===== src/rtl/ubf_pkg.sv =====
package ubf_pkg;
	localparam logic [7:0] CTRL_OFFS = 8'h00;
	localparam logic [7:0] FLAG_OFFS = 8'h04;
	localparam logic [7:0] CNTC_OFFS = 8'h08;
	localparam logic [7:0] CNTD_OFFS = 8'h0c;
	localparam logic [7:0] SRCR_OFFS = 8'h10;
	localparam logic [7:0] DSTR_OFFS = 8'h14;
	localparam int CMF_C_DMA_BIT = 14;
	localparam int CNT_EN_C_BIT = 13;
	localparam int DATA_EN_C_BIT = 11;
	localparam int AFTER_C_BIT = 10;
	localparam int CMF_D_CPU_BIT = 7;
	localparam int CMF_D_DMA_BIT = 6;
	localparam int CNT_EN_D_BIT = 5;
	localparam int DATA_EN_D_BIT = 3;
	localparam int AFTER_D_BIT = 2;
	localparam logic [15:0] CTRL_RW_MASK = 16'h6cec;
	localparam logic [15:0] CTRL_RESET = 16'h0000;
	localparam int SVF_BIT = 15;
	localparam int DVF_BIT = 7;
	localparam int PTR_LSB = 12;
	localparam int QDEPTH = 4;
	localparam logic [15:0] CNT_RESET = 16'h0000;
	localparam logic [1:0] RESP_OKAY = 2'b00;
	localparam logic [1:0] RESP_SLVERR = 2'b10;
	typedef struct packed {
		logic cpuCycle;
		logic dmaCycle;
		logic addrMatch;
		logic dataMatch;
		logic fetchCycle;
	} ubf_match_t;
	typedef struct packed {
		logic taken;
		logic [2:0] bufPtr;
	} ubf_branch_t;
endpackage


===== src/rtl/ubf_break_flags.sv =====
// The AXI4-Lite register port and the placing of the registers were chosen for this implementation.
`timescale 1ns/1ps
// Notes on behaviour
// - channel C DMA-cycle match sets flag bit 14
// - channel D CPU-cycle match sets flag bit 7
// - channel D DMA-cycle match sets flag bit 6
// - hardware never clears match flags; software clears them by writing
// - channel C count enable: break only when match count equals count register
// - channel D count enable: break only when match count equals count register
// - bit 11 adds data compare to channel C condition, reset zero
// - bit 3 adds data compare to channel D condition, reset zero
// - bit 10 selects fetch break before (0) or after (1), channel C
// - bit 2 selects fetch break before (0) or after (1), channel D
// - reserved control and trace-flag bits read zero
// - four read-only 16-bit branch flag entries shift per traced branch
// - source-valid bit 15 set on target fetch, cleared by source read
// - dest-valid bit 7 set on target fetch, cleared by dest read
// - bits 14:12 hold 3-bit instruction buffer pointer
// - reset clears valid flags, leaves buffer pointer alone
// - satisfied condition requests break interrupt and sets channel flag by cycle type at firing (retire cycle if after-fetch); channel C CPU matches set none
// - address queues shift along but are never reset
module ubf_break_flags (
	input wire logic clock,
	input wire logic rst,
	input wire logic clkEn,
	input wire ubf_pkg::ubf_match_t chanC,
	input wire ubf_pkg::ubf_match_t chanD,
	input wire logic instrRetired,
	input wire ubf_pkg::ubf_branch_t branch,
	input wire logic targetFetched,
	input wire logic [31:0] branchSrcAddr,
	input wire logic [31:0] branchDstAddr,
	output logic breakReq,
	output logic traceEnable,
	input wire logic [31:0] s_axi_awaddr,
	input wire logic s_axi_awvalid,
	output logic s_axi_awready,
	input wire logic [31:0] s_axi_wdata,
	input wire logic [3:0] s_axi_wstrb,
	input wire logic s_axi_wvalid,
	output logic s_axi_wready,
	output logic [1:0] s_axi_bresp,
	output logic s_axi_bvalid,
	input wire logic s_axi_bready,
	input wire logic [31:0] s_axi_araddr,
	input wire logic s_axi_arvalid,
	output logic s_axi_arready,
	output logic [31:0] s_axi_rdata,
	output logic [1:0] s_axi_rresp,
	output logic s_axi_rvalid,
	input wire logic s_axi_rready
);
	import ubf_pkg::*;

	logic [15:0] ctrl_r, ctrl_nxt;
	logic [15:0] cntC_r, cntC_nxt, cntD_r, cntD_nxt;
	logic [15:0] hitC_r, hitC_nxt, hitD_r, hitD_nxt;
	logic pendC_r, pendC_nxt, pendD_r, pendD_nxt;
	logic [QDEPTH-1:0] svf_r, svf_nxt, dvf_r, dvf_nxt;
	logic [2:0] ptr_r [QDEPTH];
	logic [31:0] srcQ_r [QDEPTH];
	logic [31:0] dstQ_r [QDEPTH];
	logic breakReq_r, breakReq_nxt;
	logic traceOn_r, traceOn_nxt;
	logic haveAw_r, haveAw_nxt, haveW_r, haveW_nxt;
	logic [7:0] awAddr_r, awAddr_nxt;
	logic [31:0] wData_r, wData_nxt;
	logic [3:0] wStrb_r, wStrb_nxt;
	logic bvalid_r, bvalid_nxt;
	logic [1:0] bresp_r, bresp_nxt;
	logic rvalid_r, rvalid_nxt;
	logic [31:0] rdata_r, rdata_nxt;
	logic [1:0] rresp_r, rresp_nxt;

	logic condC, condD, fireC, fireD, doWrite, doRead, shiftQ;
	logic [31:0] wMask, newData;

	// data compare only joins the condition when enabled
	always_comb
	begin
		condC = chanC.addrMatch & (chanC.dataMatch | ~ctrl_r[DATA_EN_C_BIT]);
		condD = chanD.addrMatch & (chanD.dataMatch | ~ctrl_r[DATA_EN_D_BIT]);
		// after-execution fetch breaks wait for the retire strobe
		// fetch cycle is long gone when the retire strobe arrives, so the latch fires alone
		fireC = (pendC_r & instrRetired)
			| (condC & ~(chanC.fetchCycle & ctrl_r[AFTER_C_BIT]));
		fireD = (pendD_r & instrRetired)
			| (condD & ~(chanD.fetchCycle & ctrl_r[AFTER_D_BIT]));
		pendC_nxt = (condC & chanC.fetchCycle & ctrl_r[AFTER_C_BIT])
			| (pendC_r & ~instrRetired);
		pendD_nxt = (condD & chanD.fetchCycle & ctrl_r[AFTER_D_BIT])
			| (pendD_r & ~instrRetired);
	end

	assign doWrite = haveAw_r & haveW_r & ~bvalid_r;
	assign doRead = s_axi_arvalid & ~rvalid_r;
	assign shiftQ = branch.taken & traceOn_r;
	always_comb
	begin
		for (int i = 0; i < 4; i++)
			wMask[i*8 +: 8] = {8{wStrb_r[i]}};
		newData = wData_r & wMask;
	end

	// control, counters, break request
	always_comb
	begin
		ctrl_nxt = ctrl_r;
		cntC_nxt = cntC_r;
		cntD_nxt = cntD_r;
		hitC_nxt = hitC_r;
		hitD_nxt = hitD_r;
		breakReq_nxt = 1'b0;
		traceOn_nxt = traceOn_r;
		if (doWrite && awAddr_r == CTRL_OFFS)
		begin
			// flags: writing 0 clears, writing 1 keeps; reserved bits stay zero
			ctrl_nxt = (ctrl_r & 16'h40c0 & ~(wMask[15:0] & ~wData_r[15:0]))
				| (((ctrl_r & ~wMask[15:0]) | newData[15:0]) & 16'h2c2c);
			traceOn_nxt = wStrb_r[2] ? wData_r[16] : traceOn_r;
		end
		if (doWrite && awAddr_r == CNTC_OFFS)
		begin
			cntC_nxt = newData[15:0] | (cntC_r & ~wMask[15:0]);
			hitC_nxt = 16'h0000;
		end
		if (doWrite && awAddr_r == CNTD_OFFS)
		begin
			cntD_nxt = newData[15:0] | (cntD_r & ~wMask[15:0]);
			hitD_nxt = 16'h0000;
		end
		if (fireC)
		begin
			if (ctrl_r[CNT_EN_C_BIT])
			begin
				hitC_nxt = hitC_r + 16'h0001;
				if (hitC_r + 16'h0001 == cntC_r)
				begin
					breakReq_nxt = 1'b1;
					hitC_nxt = 16'h0000;
					ctrl_nxt[CMF_C_DMA_BIT] = ctrl_nxt[CMF_C_DMA_BIT] | chanC.dmaCycle;
				end
			end
			else
			begin
				breakReq_nxt = 1'b1;
				ctrl_nxt[CMF_C_DMA_BIT] = ctrl_nxt[CMF_C_DMA_BIT] | chanC.dmaCycle;
			end
		end
		if (fireD)
		begin
			if (ctrl_r[CNT_EN_D_BIT])
			begin
				hitD_nxt = hitD_r + 16'h0001;
				if (hitD_r + 16'h0001 == cntD_r)
				begin
					breakReq_nxt = 1'b1;
					hitD_nxt = 16'h0000;
					ctrl_nxt[CMF_D_CPU_BIT] = ctrl_nxt[CMF_D_CPU_BIT] | chanD.cpuCycle;
					ctrl_nxt[CMF_D_DMA_BIT] = ctrl_nxt[CMF_D_DMA_BIT] | chanD.dmaCycle;
				end
			end
			else
			begin
				breakReq_nxt = 1'b1;
				ctrl_nxt[CMF_D_CPU_BIT] = ctrl_nxt[CMF_D_CPU_BIT] | chanD.cpuCycle;
				ctrl_nxt[CMF_D_DMA_BIT] = ctrl_nxt[CMF_D_DMA_BIT] | chanD.dmaCycle;
			end
		end
	end

	// valid flags: head entry is what software reads; a set beats a read clear
	always_comb
	begin
		svf_nxt = svf_r;
		dvf_nxt = dvf_r;
		if (doRead && s_axi_araddr[7:0] == SRCR_OFFS)
			svf_nxt[0] = 1'b0;
		if (doRead && s_axi_araddr[7:0] == DSTR_OFFS)
			dvf_nxt[0] = 1'b0;
		if (shiftQ)
		begin
			svf_nxt = {1'b0, svf_nxt[QDEPTH-1:1]};
			dvf_nxt = {1'b0, dvf_nxt[QDEPTH-1:1]};
		end
		if (targetFetched & traceOn_r)
		begin
			svf_nxt[QDEPTH-1] = 1'b1;
			dvf_nxt[QDEPTH-1] = 1'b1;
		end
	end

	// bus slave next state
	always_comb
	begin
		haveAw_nxt = haveAw_r;
		haveW_nxt = haveW_r;
		awAddr_nxt = awAddr_r;
		wData_nxt = wData_r;
		wStrb_nxt = wStrb_r;
		bvalid_nxt = bvalid_r & ~s_axi_bready;
		bresp_nxt = bresp_r;
		rvalid_nxt = rvalid_r & ~s_axi_rready;
		rdata_nxt = rdata_r;
		rresp_nxt = rresp_r;
		if (s_axi_awvalid & s_axi_awready)
		begin
			haveAw_nxt = 1'b1;
			awAddr_nxt = s_axi_awaddr[7:0];
		end
		if (s_axi_wvalid & s_axi_wready)
		begin
			haveW_nxt = 1'b1;
			wData_nxt = s_axi_wdata;
			wStrb_nxt = s_axi_wstrb;
		end
		if (doWrite)
		begin
			haveAw_nxt = 1'b0;
			haveW_nxt = 1'b0;
			bvalid_nxt = 1'b1;
			bresp_nxt = (awAddr_r == CTRL_OFFS || awAddr_r == CNTC_OFFS
				|| awAddr_r == CNTD_OFFS) ? RESP_OKAY : RESP_SLVERR;
		end
		if (doRead)
		begin
			rvalid_nxt = 1'b1;
			rresp_nxt = RESP_OKAY;
			case (s_axi_araddr[7:0])
				CTRL_OFFS: rdata_nxt = {15'h0000, traceOn_r, ctrl_r & CTRL_RW_MASK};
				FLAG_OFFS: rdata_nxt = {16'h0000, svf_r[0], ptr_r[0], 4'h0, dvf_r[0],
					7'h00};
				CNTC_OFFS: rdata_nxt = {16'h0000, cntC_r};
				CNTD_OFFS: rdata_nxt = {16'h0000, cntD_r};
				SRCR_OFFS: rdata_nxt = srcQ_r[0];
				DSTR_OFFS: rdata_nxt = dstQ_r[0];
				default:
				begin
					rdata_nxt = 32'h00000000;
					rresp_nxt = RESP_SLVERR;
				end
			endcase
		end
	end

	assign s_axi_awready = ~haveAw_r;
	assign s_axi_wready = ~haveW_r;
	assign s_axi_arready = ~rvalid_r;
	assign s_axi_bvalid = bvalid_r;
	assign s_axi_bresp = bresp_r;
	assign s_axi_rvalid = rvalid_r;
	assign s_axi_rdata = rdata_r;
	assign s_axi_rresp = rresp_r;
	assign breakReq = breakReq_r;
	assign traceEnable = traceOn_r;

	always_ff @(posedge clock)
	begin
		if (rst)
		begin
			ctrl_r <= CTRL_RESET;
			cntC_r <= CNT_RESET;
			cntD_r <= CNT_RESET;
			hitC_r <= CNT_RESET;
			hitD_r <= CNT_RESET;
			pendC_r <= 1'b0;
			pendD_r <= 1'b0;
			svf_r <= '0;
			dvf_r <= '0;
			breakReq_r <= 1'b0;
			traceOn_r <= 1'b0;
			haveAw_r <= 1'b0;
			haveW_r <= 1'b0;
			awAddr_r <= 8'h00;
			wData_r <= 32'h00000000;
			wStrb_r <= 4'h0;
			bvalid_r <= 1'b0;
			bresp_r <= RESP_OKAY;
			rvalid_r <= 1'b0;
			rdata_r <= 32'h00000000;
			rresp_r <= RESP_OKAY;
		end
		else if (clkEn)
		begin
			ctrl_r <= ctrl_nxt;
			cntC_r <= cntC_nxt;
			cntD_r <= cntD_nxt;
			hitC_r <= hitC_nxt;
			hitD_r <= hitD_nxt;
			pendC_r <= pendC_nxt;
			pendD_r <= pendD_nxt;
			svf_r <= svf_nxt;
			dvf_r <= dvf_nxt;
			breakReq_r <= breakReq_nxt;
			traceOn_r <= traceOn_nxt;
			haveAw_r <= haveAw_nxt;
			haveW_r <= haveW_nxt;
			awAddr_r <= awAddr_nxt;
			wData_r <= wData_nxt;
			wStrb_r <= wStrb_nxt;
			bvalid_r <= bvalid_nxt;
			bresp_r <= bresp_nxt;
			rvalid_r <= rvalid_nxt;
			rdata_r <= rdata_nxt;
			rresp_r <= rresp_nxt;
		end
	end

	// queues without reset; tail fills at the branch, head is read
	generate
		for (genvar e = 0; e < QDEPTH; e++)
		begin : gQueue
			always_ff @(posedge clock)
			begin
				if (clkEn & shiftQ)
				begin
					if (e == QDEPTH - 1)
					begin
						ptr_r[e] <= branch.bufPtr;
						srcQ_r[e] <= branchSrcAddr;
						dstQ_r[e] <= branchDstAddr;
					end
					else
					begin
						ptr_r[e] <= ptr_r[e+1];
						srcQ_r[e] <= srcQ_r[e+1];
						dstQ_r[e] <= dstQ_r[e+1];
					end
				end
			end
		end
	endgenerate
endmodule


===== config.mk =====
export PLATFORM = sky130hd
export DESIGN_NAME = ubf_break_flags
export DESIGN_NICKNAME = d
export VERILOG_FILES = /design/src/rtl/ubf_pkg.sv /design/src/rtl/ubf_break_flags.sv
export SDC_FILE = /design/constraint.sdc
export NUM_CORES = 1
export LEC_CHECK = 0
export ABC_AREA = 1
export BUFFER_PORTS_ARGS = -buffer_cell sky130_fd_sc_hd__buf_2
export CAP_MARGIN = 20
export CORE_MARGIN = 4
export CORE_UTILIZATION = 30
export DETAILED_ROUTE_END_ITERATION = 12
export PLACE_DENSITY_LB_ADDON = 0.05
export SYNTH_ARGS = -nofsm -noshare
export SYNTH_HDL_FRONTEND = slang
export SYNTH_SLANG_ARGS = --single-unit
export TNS_END_PERCENT = 20

===== constraint.sdc =====
create_clock -name clock -period 15.7 [get_ports clock]
set_input_delay 0.785 -clock clock [delete_from_list [all_inputs] [get_ports clock]]
set_output_delay 0.785 -clock clock [all_outputs]
set_load 0.02 [all_outputs]

==> Yosys cells after proc, flatten, opt, wreduce, memory -nomap -nowiden <==
Memories as Yosys holds them, arrays and structs flattened.
Index checks and enable logic that the tools add are counted.
{ "op_classes": {"addsub": 2, "n_eq_ne": 9, "mux": 38, "n_bitwise": 57, "reduce_logical": 29} }
{ "op_table": {"columns": ["operator", "n"], "rows": [
  ["$pmux 32 s6", 1],
  ["$mux 16", 8],
  ["$and 16x16->16", 3],
  ["$add 16x1->16 const B", 2],
  ["$eq 16x16->1", 2],
  ["$eq 8x4->1 const B", 4],
  ["$or 16x16->16", 2],
  ["$and 15x15->15", 2],
  ["$not 15->15", 2],
  ["$reduce_and 2->1", 13],
  ["$and 1x1->1", 24],
  ["$mux 1", 21],
  ["$eq 8x5->1 const B", 2],
  ["$logic_not 8->1", 2],
  ["$not 16->16", 1],
  ["$mux 15", 1],
  ["$or 15x14->15", 1],
  ["$and 14x14->14", 1],
  ["$or 14x14->14", 1],
  ["$not 1->1", 11],
  ["$mux 2", 5],
  ["$reduce_bool 2->1", 5],
  ["$or 1x1->1", 9],
  ["$eq 8x3->1 const B", 1],
  ["5 further kinds", 11]
]} }
{ "totals": {"register_bits": 159, "ramBits": 268, "inputBits": 188, "output_inout_bits": 43, "wordCells": 164, "memories": 3} }
{ "mem_list": {"columns": ["name", "depth", "width", "rd", "rd_clocked_by_memory_dff", "write_ports", "line_no", "text"], "rows": [
  ["dstQ_r", 4, 32, 4, 0, 4, "ubf_break_flags.sv:62", "logic [31:0] dstQ_r [QDEPTH];"],
  ["srcQ_r", 4, 32, 4, 0, 4, "ubf_break_flags.sv:61", "logic [31:0] srcQ_r [QDEPTH];"],
  ["ptr_r", 4, 3, 4, 0, 4, "ubf_break_flags.sv:60", "logic [2:0] ptr_r [QDEPTH];"]
]} }

==> Logic depth before layout (Yosys ltp) <==
Gate-level depths: netlist of the first run.
{ "logic_depth": {"depth_word": 10, "mapped_depth": 17, "depth_no_buf": 16} }

==> Worst setup path before layout of the first run <==
OpenSTA, ideal clock, no wires.
{ "synth_path": {"kind": "input-to-reg", "from": "input clkEn", "to": "register svf_r[1]", "setup_ps": 146, "arrival_ps": 13951, "path_slack_ps": 1602, "path_stages": 5, "n_path_buf": 0, "path_cell_list": "inv_1 > nor2_1 > inv_1 > o21ai_0 > a21oi_1"} }
{ "synth_via": {"elab_chain_len": 1} }
{ "synth_rtl": {"columns": ["item", "line_no", "text"], "rows": [
  ["start, declared", "ubf_break_flags.sv:25", "input wire logic clkEn,"],
  ["$reduce_and 2->1 (no source line)", null, null],
  ["end signal, assigned", "ubf_break_flags.sv:292", "svf_r <= svf_nxt;"],
  ["end, declared", "ubf_break_flags.sv:59", "logic [QDEPTH-1:0] svf_r, svf_nxt, dvf_r, dvf_nxt;"]
]} }
No other way between the ends.
A chain may end at the register's enable or synchronous reset.

==> metrics.csv, run 1 <==
metric,value,unit
post-dp-hpwl,28.6,mm
cts_made_buffers,48,
fp.coreArea,52600,µm²
cts_resized,0,
outcome,"complete, no violations",
synth_ff_type,edfxtp_1,
num_rows,84,
nFillCells,5285,
synth-warning-count,0,
maxCapViolCount,0,
die_h,238,µm
relSlewSlack,28.9,%
grt_pass1_vias,10665,
cts_hold_buf,0,
p_total,2360,µW
nets,1836,
cts_buffer_depth,3,
ant_nets,0,
drive_gt1_share,17.0,%
wl_per_cell,18.2,µm
portBuffers,163,
die_area,56800,µm²
clock_sinks,416,
dr.first_iter.drc_count,666,
grt_pass1_wl,65.1,mm
ys_ff_latch,416,
antenna_cells,0,
tns,0,ns
fin_crit,2.94,ns
seqCellArea,11000,µm²
ioPinCount,231,
antenna_found_initial,1,
required,15.89,ns
critPathKind,reg -> reg,
worstMarginPinSlew,1.07,ns
cp-start-kind,flip-flop,
grtUsageTotal,15.0,%
crit_fanout,190,
ys_types,50,
cts-root-buf,clkbuf_16,
clk_latency,0.58,ns
fin_crit_sh,18.7,%
worstSetupEndpointType,flip-flop,
max_freq,340,MHz
grt_max_degree,191,
htreeDepth,2,
setup_viol,0,
area.growth.synth_to_final,19.5,%
post-cts-setup-buffer-count,0,
syn_avg_cell_area,10.8,µm²
start_util,30.3,%
layout_commonest_cell,nand2_1,
drt-total-wl,43.2,mm
final_hold_viol_count,0,
fin_hold_ws,0.380,ns
rsz0062_at_grt,no,
firstDrtPassIters,5,
vias,10906,
hp-class,in -> reg,
tritoncts,done,
peakVddDrop,0.0710,mV
async_flop_share,0,%
mostFrequentLayoutCells,"nand2_1, edfxtp_1, buf_2",
clk_pin_slew,0.06,ns
drv_slew,0,
gr-total-overflow,0,
multi_input_comb_area,4220,µm²
leakagePower,0.00699,µW
synthCells,1476,
syn_area,15900,µm²
fin_util,36.2,%
gp_congestion,0.826,
die_w,238,µm
finClkSkew,0.0193,ns
power_density,124,nW/µm²
cp_data_arrival_time,3.12,ns
synth-edff-count,268,
yosysSeqAreaShare,69.1,%
viasPerCell,4.60,
drc,0,
cell type report:
cell class	instances	area share, %
Clock buffer	70	7.12
Clock inverter	18	0.973
Inverter	128	2.52
Multi-Input combinational cell	877	22.2
Sequential cell	416	57.9
Tap cell	688	4.52
Timing Repair Buffer	175	4.85
stage by stage:
| stage | std cells | setup slack, ns | area [µm²] |
|---|---|---|---|
| after floorplan | 1477 | 1.60 | 15900 |
| after global placement | 2283 | 12.17 | 17500 |
| after detailed placement | 2284 | 12.17 | 17500 |
| after CTS | 2372 | 12.72 | 19000 |
| after global routing | 2372 | 12.51 | 19000 |
| final | 2372 | 12.76 | 19000 |
synthesized netlist by cell type (all sizes together), types with 4 or more instances:
cell | number | area share [%]
nand2 | 278 | 6.7
inv | 126 | 3.0
xor2 | 5 | 0.27
nor2 | 155 | 3.9
nand3b | 4 | 0.19
a22o | 4 | 0.22
a221oi | 7 | 0.38
nand4 | 17 | 0.67
nand3 | 104 | 3.3
o21ai | 136 | 4.3
a21oi | 104 | 3.5
dfxtp | 148 | 19
buf | 11 | 0.44
a31oi | 15 | 0.59
o211ai | 8 | 0.38
clkbuf | 45 | 1.1
o31ai | 9 | 0.42
nor3 | 4 | 0.16
edfxtp | 268 | 51
power by group:
group	internal, µW	total [µW]	switching [µW]	leakage [µW]
clock	649	1090	443	0.000756
sequential	1170	1180	14.3	0.00361
combinational	32.3	90.0	57.8	0.00262
total	1850	2360	515	0.00699
flip-flops by register name (all words and copies together) (netlist names), 3 cells and up, named ones only:
register / count
dstQ_r: 128
srcQ_r: 128
s_axi_rdata: 32
wData_r: 17
hitC_r: 16
hitD_r: 16
ptr_r: 12
awAddr_r: 8
svf_r: 4
ctrl_r: 3
wStrb_r: 3
layer usage:
| layer | vias up | wire [µm] | GRT usage (%) |
|---|---|---|---|
| met2 | 191 | 20500 | 24.6 |
| met5 | - | 13 | 0 |
| met1 | 5193 | 19800 | 20.1 |
| li1 | 5459 | - | - |
| met4 | 2 | 796 | 4.08 |
| met3 | 61 | 2160 | 3.26 |
path summary, 6_finish.rpt:
path | startpoint | end | slack (ns) | depth (start not counted)
setup reg to reg | traceEnable | dstQ_r[0][10] | 12.76 | 4
hold / removal | branchSrcAddr[26] | srcQ_r[3][26] | 0.38 | 1
hold reg to reg | dstQ_r[3][22] | dstQ_r[2][22] | 0.41 | 0
setup / recovery | traceEnable | dstQ_r[0][10] | 12.76 | 4
critical path, stage by stage, from the launching register on:
cell     delay, ns
dfxtp_1       0.40
nand2_1       0.19
nor2_4        0.15
buf_12        0.63
buf_4         0.89
cell families after synthesis:
kind of cell / Yosys count / share of synthesized area, %
simple gates: 569 / 15.2
compound gates: 296 / 10.4
fa+ha+maj: 2 / 0.157
flops: 416 / 69.1
buf+inv: 184 / 4.52
xor+xnor: 8 / 0.526
other cells: 1 / 0.0235
Note: power is estimated with default switching activity, not from simulation.
==> run 2: changes to the inputs <==
==> constraint.sdc (replaced) <==
create_clock -name clock -period 2.6 [get_ports clock]
set_input_delay 0.13 -clock clock [delete_from_list [all_inputs] [get_ports clock]]
set_output_delay 0.13 -clock clock [all_outputs]
set_load 0.02 [all_outputs]
==> run 2 against run 1 <==
Clock skew increased by 0.0035 ns; via count grew 4.9%; sequential power grew to 6.0 times the previous value; core utilization is 2.9 points higher.
==> metrics.csv, run 2 (synthesized netlist as in run 1, its figures left out) <==
metric,value,unit
final_hold_viol_count,0,
drt-total-wl,43.2,mm
htreeDepth,2,
portBuffers,163,
switchingPower,3190,µW
grtUsageTotal,14.9,%
die_w,238,µm
cts-root-buf,clkbuf_16,
hp-class,in -> reg,
maxCapViolCount,0,
layout_commonest_cell,nand2_1,
outcome,"complete, no violations",
worstMarginPinSlew,0.836,ns
finClkSkew,0.0229,ns
cts_buffer_depth,3,
relSlewSlack,44.2,%
fp.coreArea,52600,µm²
nets,1986,
wl_per_cell,17.1,µm
leakagePower,0.00766,µW
antenna_found_initial,0,
clk_pin_slew,0.06,ns
setup_viol,0,
ant_nets,0,
start_util,30.3,%
clock_sinks,416,
worst_slack,0.233,ns
required,3.06,ns
sw_frac_of_total,21.9,%
vias,11437,
fin_crit_sh,91.0,%
placed_cell_area,17800,µm²
post-dp-hpwl,29.2,mm
drv_slew,0,
use_met2,24.4,%
grt_max_degree,75,
drc,0,
tritoncts,done,
fin_util,39.2,%
worstSetupEndpointType,flip-flop,
pre_cts_slack,0.209,ns
grt.busiest_layer,met2,
mostFrequentLayoutCells,"nand2_1, edfxtp_1, buf_2",
cts_made_buffers,48,
design_area,20600,µm²
rsz0062_at_grt,no,
power.share.clock,46.3,%
critPathKind,reg -> reg,
dr.first_iter.drc_count,613,
ioPinCount,231,
grt_pass1_wl,65.3,mm
tns,0,ns
power_density,708,nW/µm²
cp_data_arrival_time,2.83,ns
drive_gt1_share,17.6,%
num_rows,84,
grt_pass1_vias,11333,
fin_crit,2.37,ns
fin_hold_ws,0.0199,ns
antenna_cells,0,
seqPwrFrac,48.9,%
gr-total-overflow,0,
cp-start-kind,flip-flop,
intPower,11400,µW
die_area,56800,µm²
crit_fanout,14,
grtUsageMet1,19.9,%
area.growth.synth_to_final,29.2,%
viasPerCell,4.54,
firstDrtPassIters,5,
die_h,238,µm
gp_congestion,0.853,
max_freq,423,MHz
use_met3,3.17,%
p_comb_share,4.8,%
clk_latency,0.59,ns
peakVddDrop,0.581,mV
==> run 2: changes by cell type in the layout (fill, tap and decap cells not counted), moves of 2 or more <==
cell,previous run,this run
buf_12,1,7
buf_4,10,41
bufinv_16,3,5
clkbuf_1,16,11
clkbuf_8,5,3
clkinv_1,2,9
clkinv_2,10,7
dlygate4sd3_1,0,114
==> run 2: repair_timing <==
item                                   in CTS  in global routing
gates resized for setup                     0                  2
buffers inserted                            0                  0
setup endpoints to repair                   0                  7
endpoints found under the hold margin     108                  0
hold buffers                              114                  0
==> run 2: cell type report <==
type                            instances  area, µm²
Tap cell                              688        861
Fill cell                            5197      32000
Sequential cell                       416      11000
Clock buffer                           62       1280
Inverter                              128        480
Clock inverter                         25        302
Multi-Input combinational cell        877       4230
Timing Repair Buffer                  325       2400
==> run 2: path summary, 6_finish.rpt <==
check,from,endpoint,slack (ns),cells past startpoint
min,clkEn,s_axi_bvalid,0.02,4
max reg2reg,hitD_r[1],hitD_r[4],0.23,15
max,hitD_r[1],hitD_r[4],0.23,15
min reg2reg,dstQ_r[3][21],dstQ_r[2][21],0.41,0
==> run 2: layer usage <==
metal	up-vias	share of wire, %
met5	-	0
met4	0	2.2
met3	55	5.4
met2	252	47
met1	5378	46
li1	5752	-
==> run 2: metrics by stage <==
stage / std cells / total power, µW
after floorplan: 1477 / 7560
after detailed placement: 2320 / 7840
final: 2521 / 14600
after CTS: 2521 / 14900
after global routing: 2521 / 15200
after global placement: 2320 / 7830
==> run 2: critical path: stages (launching register included) <==
cell,delay [ns]
dfxtp_1,0.34
ha_1,0.20
nand2_1,0.12
nor2_4,0.20
nand2_2,0.11
nand2_2,0.08
nand2_1,0.05
nand2_1,0.06
nand3_1,0.07
nor2_1,0.15
nand2_1,0.08
nor3_2,0.23
nand2_4,0.21
buf_4,0.20
nand4_1,0.07
a21oi_1,0.06
==> run 2: power groups by stage <==
stage / clock network (µW) / registers, µW / logic (µW)
after floorplan: 0 / 7240 / 322
after global placement: 0 / 7260 / 571
after detailed placement: 0 / 7260 / 577
after CTS: 7030 / 7120 / 712
after global routing: 7250 / 7130 / 788
final: 6740 / 7120 / 702
